===== src/core/acc_pkg.sv =====
// Constants for the converter configuration and alert control block.
// Operation
// - Gain codes 110 and 111 equal 101.
// - Bit 8: continuous or single-shot, reset one.
// - Rate field 7:5 selects eight rates, reset 100.
// - Bit 4: hysteresis or window comparator.
// - Bit 3 sets alert pin polarity.
// - Continuous ready follows polarity bit directly.
// - Single-shot ready uses inverted polarity sense.
// - Unlatched alert clears when result in range (window) or below lower (hysteresis).
// - Latched alert holds until result read/response.
// - Alert response sends own address.
// - Queue code 11 disables comparator, floats pin.
// - Queue codes need one, two, four conversions.
// - Start bit begins one conversion when idle.
// - Threshold sign pattern makes pin ready output.
package acc_pkg;

  // ----------------------------------------------------------------
  // Register pointers and reset values.
  // ----------------------------------------------------------------
  localparam logic [1:0] PTR_RESULT = 2'h0;
  localparam logic [1:0] PTR_CONFIG = 2'h1;
  localparam logic [1:0] PTR_LOWER = 2'h2;
  localparam logic [1:0] PTR_UPPER = 2'h3;
  localparam logic [15:0] CFG_RESET = 16'h8583;
  localparam logic [15:0] LOWER_RESET = 16'h8000;
  localparam logic [15:0] UPPER_RESET = 16'h7fff;
  localparam logic [15:0] RESULT_RESET = 16'h0000;

  // ----------------------------------------------------------------
  // Configuration field positions.
  // ----------------------------------------------------------------
  localparam int BIT_START = 15;
  localparam int MUX_HI = 14;
  localparam int MUX_LO = 12;
  localparam int GAIN_HI = 11;
  localparam int GAIN_LO = 9;
  localparam int BIT_MODE = 8;
  localparam int RATE_HI = 7;
  localparam int RATE_LO = 5;
  localparam int BIT_CTYPE = 4;
  localparam int BIT_POL = 3;
  localparam int BIT_LATCH = 2;
  localparam int QUE_HI = 1;
  localparam int QUE_LO = 0;

  // ----------------------------------------------------------------
  // Field codes.
  // ----------------------------------------------------------------
  localparam logic [2:0] GAIN_SMALLEST = 3'h5;
  localparam logic [1:0] QUE_ONE = 2'h0;
  localparam logic [1:0] QUE_TWO = 2'h1;
  localparam logic [1:0] QUE_FOUR = 2'h2;
  localparam logic [1:0] QUE_OFF = 2'h3;
  localparam logic [2:0] NEED_ONE = 3'h1;
  localparam logic [2:0] NEED_TWO = 3'h2;
  localparam logic [2:0] NEED_FOUR = 3'h4;

  // ----------------------------------------------------------------
  // Timing.
  // ----------------------------------------------------------------
  localparam int CLK_PERIOD_NS = 25;
  localparam int RDY_PULSE_NS = 1000;
  localparam int RDY_PULSE_CYC =
    (RDY_PULSE_NS + CLK_PERIOD_NS - 1) / CLK_PERIOD_NS;
  localparam logic [6:0] RDY_PULSE_LAST = 7'(RDY_PULSE_CYC - 1);

endpackage : acc_pkg


===== src/core/acc_cmp_if.sv =====
// Signals between the register core and the alert comparator engine.
`timescale 1ns/100ps
interface acc_cmp_if;
  logic result_valid;
  logic [15:0] result;
  logic [15:0] upper_threshold;
  logic [15:0] lower_threshold;
  logic window_mode;
  logic alert_latch_enable;
  logic [1:0] alert_queue_select;
  logic latch_clear;
  logic alert_active;

  modport eng (
    input result_valid, result, upper_threshold, lower_threshold,
    input window_mode, alert_latch_enable, alert_queue_select,
    input latch_clear,
    output alert_active
  );
  modport ctl (
    output result_valid, result, upper_threshold, lower_threshold,
    output window_mode, alert_latch_enable, alert_queue_select,
    output latch_clear,
    input alert_active
  );
endinterface : acc_cmp_if


===== src/core/acc_alert_engine.sv =====
// Digital threshold comparator with queue count and optional latch.
`timescale 1ns/100ps
module acc_alert_engine (
  input wire logic clk_i,
  input wire logic sys_rst_i,
  acc_cmp_if.eng cmp
);

  logic [2:0] count_reg;
  logic [2:0] count_next;
  logic alert_reg;
  logic alert_next;
  logic above;
  logic below;
  logic beyond;
  logic [2:0] need;
  logic [2:0] count_inc;

  // ----------------------------------------------------------------
  // Compare and count.
  // ----------------------------------------------------------------

  // Thresholds and results are twos complement, so compare signed.
  always_comb begin
    above = $signed(cmp.result) > $signed(cmp.upper_threshold);
    below = $signed(cmp.result) < $signed(cmp.lower_threshold);
    beyond = cmp.window_mode ? (above | below) : above;
    case (cmp.alert_queue_select)
      acc_pkg::QUE_ONE: need = acc_pkg::NEED_ONE;
      acc_pkg::QUE_TWO: need = acc_pkg::NEED_TWO;
      acc_pkg::QUE_FOUR: need = acc_pkg::NEED_FOUR;
      default: need = acc_pkg::NEED_FOUR;
    endcase
    count_inc = (count_reg < need) ? count_reg + 3'h1 : count_reg;
  end

  // Next count and alert state; a fresh trip beats a latch clear.
  always_comb begin
    count_next = count_reg;
    alert_next = alert_reg;
    if (cmp.alert_queue_select == acc_pkg::QUE_OFF) begin
      count_next = 3'h0;
      alert_next = 1'b0;
    end else begin
      if (cmp.latch_clear && cmp.alert_latch_enable) begin
        alert_next = 1'b0;
      end
      if (cmp.result_valid) begin
        if (beyond) begin
          count_next = count_inc;
          if (count_inc >= need) begin
            alert_next = 1'b1;
          end
        end else begin
          count_next = 3'h0;
          // Unlatched release: hysteresis waits for a drop below lower.
          if (!cmp.alert_latch_enable &&
              (cmp.window_mode || below)) begin
            alert_next = 1'b0;
          end
        end
      end
    end
  end

  // Register the engine state.
  always_ff @(posedge clk_i) begin
    if (sys_rst_i) begin
      count_reg <= 3'h0;
      alert_reg <= 1'b0;
    end else begin
      count_reg <= count_next;
      alert_reg <= alert_next;
    end
  end

  assign cmp.alert_active = alert_reg;

endmodule : acc_alert_engine


===== src/core/acc_config_top.sv =====
// Configuration register, conversion control and alert/ready pin logic.
`timescale 1ns/100ps
module acc_config_top #(
  parameter logic [6:0] DEV_ADDR = 7'h10 // Arbitrary bus address.
) (
  input wire logic clk_i,
  input wire logic sys_rst_i,
  input wire logic [1:0] reg_ptr_i,
  input wire logic reg_wr_i,
  input wire logic reg_rd_i,
  input wire logic [15:0] reg_wdata_i,
  output logic [15:0] reg_rdata_o,
  input wire logic alert_resp_i,
  output logic alert_resp_ack_o,
  output logic [6:0] alert_resp_addr_o,
  output logic conv_start_o,
  input wire logic conv_done_i,
  input wire logic [15:0] conv_data_i,
  output logic [2:0] mux_sel_o,
  output logic [2:0] full_scale_range_o,
  output logic [2:0] data_rate_select_o,
  output logic alert_o,
  output logic alert_oe_o
);

  typedef enum logic {
    ACC_IDLE,
    ACC_BUSY
  } acc_state_t;

  acc_cmp_if cmp ();

  logic [14:0] cfg_reg;
  logic [14:0] cfg_next;
  logic [15:0] lower_reg;
  logic [15:0] lower_next;
  logic [15:0] upper_reg;
  logic [15:0] upper_next;
  logic [15:0] result_reg;
  logic [15:0] result_next;
  acc_state_t state_reg;
  acc_state_t state_next;
  logic start_reg;
  logic start_next;
  logic [15:0] rdata_reg;
  logic [15:0] rdata_next;
  logic ack_reg;
  logic ack_next;
  logic [6:0] pulse_reg;
  logic [6:0] pulse_next;
  logic pulse_on_reg;
  logic pulse_on_next;
  logic pin_reg;
  logic pin_next;
  logic oe_reg;
  logic oe_next;
  logic [2:0] gain_reg;
  logic [2:0] gain_next;
  logic single_mode;
  logic polarity;
  logic ready_mode;
  logic cfg_write;
  logic busy;

  // ----------------------------------------------------------------
  // Decoded configuration.
  // ----------------------------------------------------------------

  // Ready function is chosen by the threshold sign bits alone.
  always_comb begin
    single_mode = cfg_reg[acc_pkg::BIT_MODE];
    polarity = cfg_reg[acc_pkg::BIT_POL];
    ready_mode = upper_reg[15] & ~lower_reg[15];
    cfg_write = reg_wr_i && (reg_ptr_i == acc_pkg::PTR_CONFIG);
    busy = (state_reg == ACC_BUSY);
  end

  // ----------------------------------------------------------------
  // Register file.
  // ----------------------------------------------------------------

  // Host writes; the result register is loaded only by the converter.
  always_comb begin
    cfg_next = cfg_reg;
    lower_next = lower_reg;
    upper_next = upper_reg;
    result_next = result_reg;
    if (reg_wr_i) begin
      case (reg_ptr_i)
        acc_pkg::PTR_CONFIG: cfg_next = reg_wdata_i[14:0];
        acc_pkg::PTR_LOWER: lower_next = reg_wdata_i;
        acc_pkg::PTR_UPPER: upper_next = reg_wdata_i;
        default: cfg_next = cfg_reg;
      endcase
    end
    if (busy && conv_done_i) begin
      result_next = conv_data_i;
    end
  end

  // Read data returns one cycle after the read strobe.
  always_comb begin
    case (reg_ptr_i)
      acc_pkg::PTR_RESULT: rdata_next = result_reg;
      acc_pkg::PTR_CONFIG: rdata_next = {~busy, cfg_reg};
      acc_pkg::PTR_LOWER: rdata_next = lower_reg;
      acc_pkg::PTR_UPPER: rdata_next = upper_reg;
      default: rdata_next = 16'h0000;
    endcase
    if (!reg_rd_i) begin
      rdata_next = rdata_reg;
    end
  end

  // Gain codes beyond the smallest range fold onto it.
  always_comb begin
    gain_next = cfg_next[acc_pkg::GAIN_HI:acc_pkg::GAIN_LO];
    if (gain_next > acc_pkg::GAIN_SMALLEST) begin
      gain_next = acc_pkg::GAIN_SMALLEST;
    end
  end

  always_ff @(posedge clk_i) begin
    if (sys_rst_i) begin
      cfg_reg <= acc_pkg::CFG_RESET[14:0];
      lower_reg <= acc_pkg::LOWER_RESET;
      upper_reg <= acc_pkg::UPPER_RESET;
      result_reg <= acc_pkg::RESULT_RESET;
      rdata_reg <= 16'h0000;
      gain_reg <= acc_pkg::CFG_RESET[acc_pkg::GAIN_HI:acc_pkg::GAIN_LO];
    end else begin
      cfg_reg <= cfg_next;
      lower_reg <= lower_next;
      upper_reg <= upper_next;
      result_reg <= result_next;
      rdata_reg <= rdata_next;
      gain_reg <= gain_next;
    end
  end

  // ----------------------------------------------------------------
  // Conversion control.
  // ----------------------------------------------------------------

  // Single-shot starts only from idle; a write during a conversion is
  // dropped rather than queued, matching the status bit semantics.
  always_comb begin
    state_next = state_reg;
    start_next = 1'b0;
    case (state_reg)
      ACC_IDLE: begin
        if (!single_mode) begin
          start_next = 1'b1;
          state_next = ACC_BUSY;
        end else if (cfg_write && reg_wdata_i[acc_pkg::BIT_START]) begin
          start_next = 1'b1;
          state_next = ACC_BUSY;
        end
      end
      ACC_BUSY: begin
        if (conv_done_i) begin
          state_next = ACC_IDLE;
        end
      end
      default: state_next = ACC_IDLE;
    endcase
  end

  always_ff @(posedge clk_i) begin
    if (sys_rst_i) begin
      state_reg <= ACC_IDLE;
      start_reg <= 1'b0;
    end else begin
      state_reg <= state_next;
      start_reg <= start_next;
    end
  end

  // ----------------------------------------------------------------
  // Comparator engine hookup.
  // ----------------------------------------------------------------

  // A result read or an alert response releases a latched alert.
  always_comb begin
    cmp.result_valid = busy && conv_done_i;
    cmp.result = conv_data_i;
    cmp.upper_threshold = upper_reg;
    cmp.lower_threshold = lower_reg;
    cmp.window_mode = cfg_reg[acc_pkg::BIT_CTYPE];
    cmp.alert_latch_enable = cfg_reg[acc_pkg::BIT_LATCH];
    cmp.alert_queue_select = cfg_reg[acc_pkg::QUE_HI:acc_pkg::QUE_LO];
    cmp.latch_clear = (reg_rd_i && reg_ptr_i == acc_pkg::PTR_RESULT) ||
                      ack_next;
  end

  acc_alert_engine u_engine (
    .clk_i(clk_i),
    .sys_rst_i(sys_rst_i),
    .cmp(cmp.eng)
  );

  // ----------------------------------------------------------------
  // Alert response and pin drive.
  // ----------------------------------------------------------------

  // Only a latched, asserted alert answers the response; bus-level
  // arbitration toward the lowest address happens on the wire.
  always_comb begin
    ack_next = alert_resp_i && cmp.alert_latch_enable &&
               cmp.alert_active && !ready_mode;
  end

  // Continuous ready pulse lasts a fixed count after each result.
  always_comb begin
    pulse_next = pulse_reg;
    pulse_on_next = pulse_on_reg;
    if (busy && conv_done_i && !single_mode) begin
      pulse_on_next = 1'b1;
      pulse_next = 7'h00;
    end else if (pulse_on_reg) begin
      if (pulse_reg == acc_pkg::RDY_PULSE_LAST) begin
        pulse_on_next = 1'b0;
      end else begin
        pulse_next = pulse_reg + 7'h01;
      end
    end
  end

  // Pin level: active level is the polarity bit, except single-shot
  // ready which mirrors the idle status with the sense inverted.
  always_comb begin
    oe_next = cmp.alert_queue_select != acc_pkg::QUE_OFF;
    if (!ready_mode) begin
      pin_next = cmp.alert_active ? polarity : ~polarity;
    end else if (single_mode) begin
      pin_next = (state_next == ACC_IDLE) ^ polarity;
    end else begin
      pin_next = pulse_on_next ? polarity : ~polarity;
    end
  end

  always_ff @(posedge clk_i) begin
    if (sys_rst_i) begin
      ack_reg <= 1'b0;
      pulse_reg <= 7'h00;
      pulse_on_reg <= 1'b0;
      pin_reg <= 1'b1;
      oe_reg <= 1'b0;
    end else begin
      ack_reg <= ack_next;
      pulse_reg <= pulse_next;
      pulse_on_reg <= pulse_on_next;
      pin_reg <= pin_next;
      oe_reg <= oe_next;
    end
  end

  // ----------------------------------------------------------------
  // Outputs.
  // ----------------------------------------------------------------
  assign reg_rdata_o = rdata_reg;
  assign alert_resp_ack_o = ack_reg;
  assign alert_resp_addr_o = DEV_ADDR;
  assign conv_start_o = start_reg;
  assign mux_sel_o = cfg_reg[acc_pkg::MUX_HI:acc_pkg::MUX_LO];
  assign full_scale_range_o = gain_reg;
  assign data_rate_select_o =
    cfg_reg[acc_pkg::RATE_HI:acc_pkg::RATE_LO];
  assign alert_o = pin_reg;
  assign alert_oe_o = oe_reg;

endmodule : acc_config_top


===== config.mk =====
export PLATFORM = sky130hd
export DESIGN_NAME = acc_config_top
export DESIGN_NICKNAME = d
export VERILOG_FILES = /design/src/core/acc_pkg.sv /design/src/core/acc_cmp_if.sv /design/src/core/acc_alert_engine.sv /design/src/core/acc_config_top.sv
export SDC_FILE = /design/constraint.sdc
export NUM_CORES = 1
export LEC_CHECK = 0
export BUFFER_PORTS_ARGS = -buffer_cell sky130_fd_sc_hd__buf_2
export CAP_MARGIN = 20
export CELL_PAD_IN_SITES_DETAIL_PLACEMENT = 0
export CELL_PAD_IN_SITES_GLOBAL_PLACEMENT = 1
export CORE_MARGIN = 10
export CORE_UTILIZATION = 43
export DETAILED_ROUTE_END_ITERATION = 8
export PLACE_DENSITY_LB_ADDON = 0.1
export SYNTH_ARGS = -nofsm -noshare
export SYNTH_HDL_FRONTEND = slang
export SYNTH_SLANG_ARGS = --single-unit

===== constraint.sdc =====
create_clock -name clk_i -period 2.9 [get_ports clk_i]
set_input_delay 0.29 -clock clk_i [delete_from_list [all_inputs] [get_ports clk_i]]
set_output_delay 0.29 -clock clk_i [all_outputs]
set_load 0.05 [all_outputs]

# Yosys cells after proc, flatten, opt, wreduce, memory -nomap -nowiden
# Cells that the tools add are included.
# op_classes
reduce_logical,24
n_addsub,2
eq_ne,7
magnitude_cmp,5
bitwise_logic,8
muxes,24
# op_table
op,n
case mux 16 bit (4 select lines),1
two-way mux 12 bit,2
> comparator 16 bit,1
less-than comparator 16 bit,1
two-way mux 1 bit,16
logical AND 1 bit,10
two-way mux 3 bit,3
AND reduction 2 bit,4
adder 7 x 1 -> 7 bit (second input constant),1
== test 7 x 6 -> 1 bit (second input constant),1
== test 2 bit (second input constant),3
case mux 3 bit (2 select lines),1
OR reduction 2 bit,3
inverter 1 bit,5
== test 2 x 1 -> 1 bit (second input constant),2
zero test 2 bit,2
adder 3 x 1 -> 3 bit (second input constant),1
greater-or-equal comparator 3 bit,1
> comparator 3 bit (second input constant),1
zero test 1 bit,3
less-than comparator 3 bit,1
logical OR 1 bit,2
!= test 2 bit (second input constant),1
case mux 1 bit (2 select lines),1
other kinds (3),3
# totals
elab_cells,86
output_inout_bits,36
in_bits,40
reg_bits,99

# Logic depth before layout (Yosys ltp)
# Gate-level depths: netlist of run 1.
# logic_depth
depth_word,10
ltp_mapped,13
ltp_nobuf,13

# Hierarchy
# Synthesis of run 1 repeated with hierarchy kept, for this count alone.
# hier_totals
hier_cells,597
hier_area_um2,5217.5
# by_module_without_submodules
module,area_each_um2,n_inst,seq_area_each_um2,cells_per_inst
acc_config_top,3968.8,1,1901.8,437
acc_alert_engine,1248.7,1,80.1,160

# Worst setup path before layout of run 1
# No wires, ideal clock.
# synth_timing
path_kind,register to register
start,register cfg_reg[1]
end,register u_engine.alert_reg (netlist: u_engine.cmp.alert_active)
setup_time_ns,0.128
t_required_ns,2.772
t_arrival_ns,2.423
synth_period_minus_slack_ns,2.551
stages_incl_launch_ff,13
setup_slack_ns,0.349
n_path_buf,0
cell_sequence,dfxtp_1 -> inv_1 -> nand2_1 -> ha_1 -> o31ai_1 -> nand2b_1 -> a21oi_1 -> mux2_2 -> ha_1 -> a21o_1 -> a221o_1 -> nand3_1 -> o22ai_1
# synth_via
elab_chain_len,8
word_cells_on_any_way,11
cone_classes,2 x order compare; 2 x eq/ne; 5 x mux; 2 x reduce/logical
# synth_rtl
element,line,rtl
from (decl),acc_config_top.sv:33,logic [14:0] cfg_reg;
from (signal assigned),acc_config_top.sv:125,cfg_reg <= acc_pkg::CFG_RESET[14:0];
from (signal assigned),acc_config_top.sv:132,cfg_reg <= cfg_next;
== test 2 x 1 -> 1 bit or zero test 2 bit (tied branches),acc_alert_engine.sv:28,case (cmp.alert_queue_select)
case mux 3 bit (2 select lines),acc_alert_engine.sv:28,
less-than comparator 3 bit,acc_alert_engine.sv:34,count_inc = (count_reg < need) ? count_reg + 3'h1 : count_reg;
two-way mux 3 bit,acc_alert_engine.sv:34,
greater-or-equal comparator 3 bit,acc_alert_engine.sv:51,if (count_inc >= need) begin
two-way mux 1 bit,acc_alert_engine.sv:51,
two-way mux 1 bit,acc_alert_engine.sv:49,if (beyond) begin
two-way mux 1 bit,acc_alert_engine.sv:48,if (cmp.result_valid) begin
to (signal assigned),acc_alert_engine.sv:73,alert_reg <= alert_next;
to (decl),acc_alert_engine.sv:11,logic alert_reg;
# Parallel ways exist; a longest one is shown, timed or not.
# A chain may end at the register's enable or synchronous reset.

# Worst setup path in the final report of run 1
# Same ends and word-level chain as after synthesis.

==> results of run 1 <==
[stage by stage]
stage | cells | cell area, um2 | utilization | setup slack, ns | hold slack (ns)
after CTS | 778 | 5780 | 0.507 | 0.300 | 0.178
after floorplan | 579 | 5030 | - | 0.349 | 0.414
after global placement | 762 | 5440 | 0.477 | 0.357 | 0.442
after global routing | 778 | 5780 | 0.507 | 0.0845 | 0.188
final | 778 | 5780 | 0.507 | 0.308 | 0.187
after detailed placement | 762 | 5440 | 0.477 | 0.320 | 0.448
[cells by family after synthesis]
logic type / count (synthesis) / synth area share
buffers and inverters: 81 / 0.0712
DFF: 99 / 0.396
other: 2 / 0.00150
xor gates and xnor gates: 9 / 0.0157
muxes: 37 / 0.114
adders and majority gates: 38 / 0.0949
AOI/OAI and AO/OA: 99 / 0.126
and+or+nand+nor: 209 / 0.181
[power groups by stage]
stage / Sequential [mW] / Combinational (mW) / Clock [mW]
5_1_grt: 1.45 / 0.519 / 1.47
3_3_place_gp: 1.47 / 0.469 / 0
2_1_floorplan: 1.53 / 0.274 / 0
6_report: 1.44 / 0.470 / 1.39
3_5_place_dp: 1.47 / 0.473 / 0
4_1_cts: 1.44 / 0.475 / 1.42
[layout by cell type (no fill, tap or decap), types with 4 or more instances in the layout]
cell type,Yosys,final
nand2_1,121,121
dfxtp_1,99,99
buf_2,3,68
a21oi_1,53,53
inv_1,39,39
ha_1,38,38
nor2_1,36,36
mux2i_1,19,19
nand3_1,18,18
o211ai_1,17,17
mux4_2,16,16
buf_4,13,14
clkbuf_16,0,9
conb_1,2,7
nand2b_1,6,6
xnor2_1,5,5
nor3_1,5,5
o31ai_1,4,4
xor2_1,4,4
nand4_1,4,4
o21ai_0,4,4
[worst max-delay path: stages, from the launching register on]
cell,delay [ns]
dfxtp_1,0.35
inv_1,0.12
nand2_1,0.10
ha_1,0.28
o31ai_1,0.06
nand2b_1,0.09
a21oi_1,0.19
buf_4,0.16
xnor2_1,0.11
ha_1,0.24
nand2b_1,0.14
a21o_1,0.17
a221o_1,0.29
nand3_1,0.08
o22ai_1,0.08
[final timing paths]
kind,startpoint,to,cells past startpoint
min reg2reg,result_reg[15]$_SDFFE_PP0P_,result_reg[15]$_SDFFE_PP0P_,2
min,reg_wdata_i[5],cmp.upper_threshold[5]$_SDFFE_PP1P_,3
max reg2reg,cfg_reg[1]$_SDFFE_PP1P_,u_engine.cmp.alert_active$_SDFF_PP0_,14
max,cfg_reg[1]$_SDFFE_PP1P_,u_engine.cmp.alert_active$_SDFF_PP0_,14
[layout make-up]
cell class | instances | area (um2)
multi-input cells | 399 | 2690
inverters | 39 | 146
fillers | 1138 | 5630
clock inverters | 7 | 116
clock buffers | 9 | 225
well taps | 143 | 179
repair buffers | 82 | 445
flip-flops and latches | 99 | 1980
[routing by layer]
| metal | vias to the layer above | GRT usage | wire, um |
|---|---|---|---|
| li1 | 2060 | - | - |
| met1 | 1920 | 0.218 | 6170 |
| met2 | 93 | 0.291 | 6630 |
| met3 | 17 | 0.0558 | 1040 |
| met4 | 0 | 0.0470 | 162 |
| met5 | - | 0 | 0 |
==> results.yml, run 1 <==
job:
  cap_violations: 0
synth:
  synth.most_common_cell: "nand2_1"
  synth_warnings: 0
  netlist_top_cells_count: "nand2_1 (121), dfxtp_1 (99), a21oi_1 (53), inv_1 (39), ha_1 (38)"
  async_flop_share: 0
  ys_types: 52
  avgSynthCellArea_um2: 8.73
  synth_flop_cell: "dfxtp_1"
  yosys-top-cells-area: "dfxtp_1 (40%), ha_1 (9.5%), nand2_1 (9.1%)"
  synth_edf_count: 0
  yosysSeqAreaShare: 0.396
  synth_cells: 574
  ys_ff_latch: 99
  yosysTopAreaCell: "dfxtp_1"
  synth_area_um2: 5010
  synth_top_cell_area_share: 0.396
power_and_ir_drop:
  combPwrFrac: 0.142
  pwr-share-clk: 0.420
  powerDensity_nw_per_um2: 570
  switching_share: 0.267
  p_sw_uw: 882
  p_total_mw: 3.30
  p_leak_nw: 2.55
  p_seq_frac: 0.437
  p_int_mw: 2.42
  ir_worst_vdd_mv: 0.491
setup_path:
  cp_max_fo: 5
  worst_ep_required_time_ns: 3.13
  endpoint_kind: "flip-flop"
  cp.arrival_ns: 2.82
  path_class: "flip-flop to flip-flop"
  regToRegSetupSlack_ns: 0.31
  start_kind: "flip-flop"
cts:
  cts_resized: 0
  clockRootBuffer: "clkbuf_16"
  htreeDepth: 3
  cts_hold_buf: 0
  clock_sinks: 99
  clkTransAtPathRegs_ns: 0.07
  cts_made_buffers: 9
  cts_tree: "built"
  cts_max_path_buffers: 2
  post_cts_buffers: 0
  clk-insertion-delay-late_ns: 0.36
sta:
  post-route-period-util: 0.894
  relSlewSlack: 0.544
  tns_ns: 0
  finClkSkew_ns: 0.0113
  timing.fmax_mhz: 386
  hold_viol_final: 0
  period_needed_ns: 2.59
  worst_pin_slew_ns: 0.666
  maxSlewViolCount: 0
  setup_viol: 0
  rsz0062_at_grt: "false"
route:
  drt-initial-drc-count: 216
  viasPerCell: 5.26
  num_vias: 4090
  routedWlPerCell_um: 18.0
  final_antenna_net_count: 0
  wl_um: 14000
  dr.pass1.iters: 4
  drcViolationCount: 0
floorplanning:
  die_w_um: 128
  initial_core_util: 0.439
  pin_count: 76
  die_h_um: 128
  core-area_um2: 11400
  rows: 39
  dieArea_um2: 16400
layout:
  areaGrowthSynthToFinish_pct: 15.5
  nNetsFinal: 708
  n_antenna_cell: 0
  drive_gt1_frac: 0.192
run_status:
  status: "finished clean"
global_route:
  antenna_found_initial: 0
  grt_pass1_wl_um: 22700
  grt_pass1_vias: 4222
  grt_overflow: 0
  grt_usage: 0.177
  grt_max_degree: 32
place:
  place_congestion: 0.848
  hpwl_um: 10200
  portBuffers: 68
min_path:
  min_path_type: "input port to flip-flop"
(Power assumes the default switching activity.)
==> run 2: changes to the inputs <==
ABC_AREA = 1   (was unset)
CORE_UTILIZATION = 41   (was 43)
==> results.yml, run 2 <==
route:
  drt-initial-drc-count: 282
  dr.pass1.iters: 4
  drcViolationCount: 0
  routedWlPerCell_um: 16.7
  final_antenna_net_count: 0
  viasPerCell: 5.18
  wl_um: 14200
  num_vias: 4400
layout:
  n_antenna_cell: 0
  drive_gt1_frac: 0.137
  areaGrowthSynthToFinish_pct: 12.9
  nNetsFinal: 782
  final_common_cell: "a21oi_1"
  fin_cells: 849
  finalInstanceArea_um2: 5500
  layout_common_cells: "a21oi_1 (102), dfxtp_1 (99), nand2_1 (85)"
cts:
  cts_max_path_buffers: 2
  cts_tree: "built"
  cts_resized: 0
  clockRootBuffer: "clkbuf_16"
  cts_made_buffers: 9
  clock_sinks: 99
  clk-insertion-delay-late_ns: 0.35
  post_cts_buffers: 0
  cts_hold_buf: 0
  htreeDepth: 3
  clkTransAtPathRegs_ns: 0.06
sta:
  relSlewSlack: 0.489
  worst_pin_slew_ns: 0.765
  tns_ns: 0
  timing.fmax_mhz: 431
  post-route-period-util: 0.800
  hold_viol_final: 0
  maxSlewViolCount: 0
  period_needed_ns: 2.32
  rsz0062_at_grt: "false"
  setup_viol: 0
  fin_ws_ns: 0.580
  finClkSkew_ns: 0.00468
floorplanning:
  die_h_um: 129
  dieArea_um2: 16600
  rows: 39
  die_w_um: 129
  pin_count: 76
  initial_core_util: 0.423
  core-area_um2: 11500
min_path:
  worstHoldStart: "reg_wdata_i[7]"
  holdPathEnd: "cfg_reg[7]$_SDFFE_PP1P_"
  min_path_type: "input port to flip-flop"
  whs_path_depth: 3
setup_path:
  cp_max_fo: 5
  worst_ep_required_time_ns: 3.18
  endpoint_kind: "flip-flop"
  worstReg2RegStart: "cfg_reg[1]$_SDFFE_PP1P_"
  reg2reg_depth: 12
  path_class: "flip-flop to flip-flop"
  regToRegSetupSlack_ns: 0.58
  start_kind: "flip-flop"
  r2r_end: "u_engine.cmp.alert_active$_SDFF_PP0_"
  cp.arrival_ns: 2.60
synth:
  yosysTopAreaCell: "dfxtp_1"
  avgSynthCellArea_um2: 7.46
  ys_ff_latch: 99
  yosys-top-cells-area: "dfxtp_1 (41%), a21oi_1 (10%), ha_1 (9.8%)"
  synth_area_um2: 4870
  synth_flop_cell: "dfxtp_1"
  synth_edf_count: 0
  synth.most_common_cell: "a21oi_1"
  synth_cells: 653
  async_flop_share: 0
  yosysSeqAreaShare: 0.407
  synth_top_cell_area_share: 0.407
  netlist_top_cells_count: "a21oi_1 (102), dfxtp_1 (99), nand2_1 (85), o21ai_0 (74), inv_1 (71)"
  synth_warnings: 0
  ys_types: 33
power_and_ir_drop:
  ir_worst_vdd_mv: 0.302
  p_leak_nw: 2.58
  powerDensity_nw_per_um2: 557
place:
  portBuffers: 68
  place_congestion: 0.856
  placed_cells: 836
  dp_worst_setup_slack_ns: 0.623
  placed_cell_area_um2: 5250
  hpwl_um: 10100
global_route:
  grt_max_degree: 47
  antenna_found_initial: 0
  grt_pass1_vias: 4301
  grt_overflow: 0
  grt_pass1_wl_um: 22800
  grt_usage: 0.174
job:
  cap_violations: 0
run_status:
  status: "finished clean"
run 2: changes by cell type in the layout (fill, tap and decap cells not counted), moves of 7 or more:
cell and change:
inv_1 +32, buf_4 -7, nor2_1 +30, o21ai_0 +70, mux2i_1 -19, o22ai_1 +13, mux4_2 -16, nand2_1 -36
o211ai_1 -9, a21oi_1 +49
run 2: area by class of cell:
class	count	area, um2
multi-input combinational	442	2400
fill	1203	6020
sequential	99	1980
timing repair buffer	75	393
tap	143	179
inverter	77	294
clock buffer	13	250
run 2: kinds of logic after synthesis:
group	after synthesis	share of synthesized area
buffers and inverters	117	0.105
XOR/XNOR	4	0.00719
other	2	0.00154
flip-flops	99	0.407
AND/OR/NAND/NOR	186	0.158
adder cells (fa/ha/maj)	38	0.0976
AO/OA/AOI/OAI	207	0.224
run 2: power by group:
group | internal (mW) | switching (mW) | leakage [nW]
logic | 0.151 | 0.365 | 1.65
clock network | 0.593 | 0.494 | 0.122
registers | 1.43 | 0.0325 | 0.810
run 2: layer usage:
layer / vias to the layer above / wire length, um / track usage / part of all wire
met4: 0 / 118 / 0.0441 / 0.0083
met2: 86 / 6900 / 0.301 / 0.49
met1: 2042 / 6480 / 0.211 / 0.46
met5: - / 0 / 0 / 0
li1: 2264 / - / - / -
met3: 8 / 717 / 0.0465 / 0.050
run 2: through the flow:
step | hold slack (ns) | power (mW) | util
after floorplan | 0.403 | 1.85 | -
after global placement | 0.452 | 2.00 | 0.456
after detailed placement | 0.458 | 2.01 | 0.456
after CTS | 0.163 | 3.10 | 0.478
after global routing | 0.190 | 3.22 | 0.478
final | 0.172 | 3.06 | 0.478
run 2: critical path: stages (launching register included):
cell	delay, ns
dfxtp_1	0.34
inv_1	0.12
nand2_1	0.10
ha_1	0.29
nand2_1	0.05
o21ai_1	0.29
o21ai_0	0.17
ha_1	0.29
a21boi_0	0.16
o21ai_0	0.10
a21oi_1	0.15
nand2_1	0.07
a21oi_1	0.14
run 2: worst max-delay path by stage:
stage / startpoint / to / slack (ns) / cells past startpoint
2_1_floorplan: cfg_reg[1]$_SDFFE_PP1P_ / u_engine.cmp.alert_active$_SDFF_PP0_ / 0.87 / 12
3_3_place_gp: cfg_reg[1]$_SDFFE_PP1P_ / u_engine.cmp.alert_active$_SDFF_PP0_ / 0.71 / 12
3_5_place_dp: cfg_reg[1]$_SDFFE_PP1P_ / u_engine.cmp.alert_active$_SDFF_PP0_ / 0.62 / 12
4_1_cts: cfg_reg[1]$_SDFFE_PP1P_ / u_engine.cmp.alert_active$_SDFF_PP0_ / 0.60 / 12
5_1_grt: cfg_reg[1]$_SDFFE_PP1P_ / u_engine.cmp.alert_active$_SDFF_PP0_ / 0.38 / 13
6_report: cfg_reg[1]$_SDFFE_PP1P_ / u_engine.cmp.alert_active$_SDFF_PP0_ / 0.58 / 12
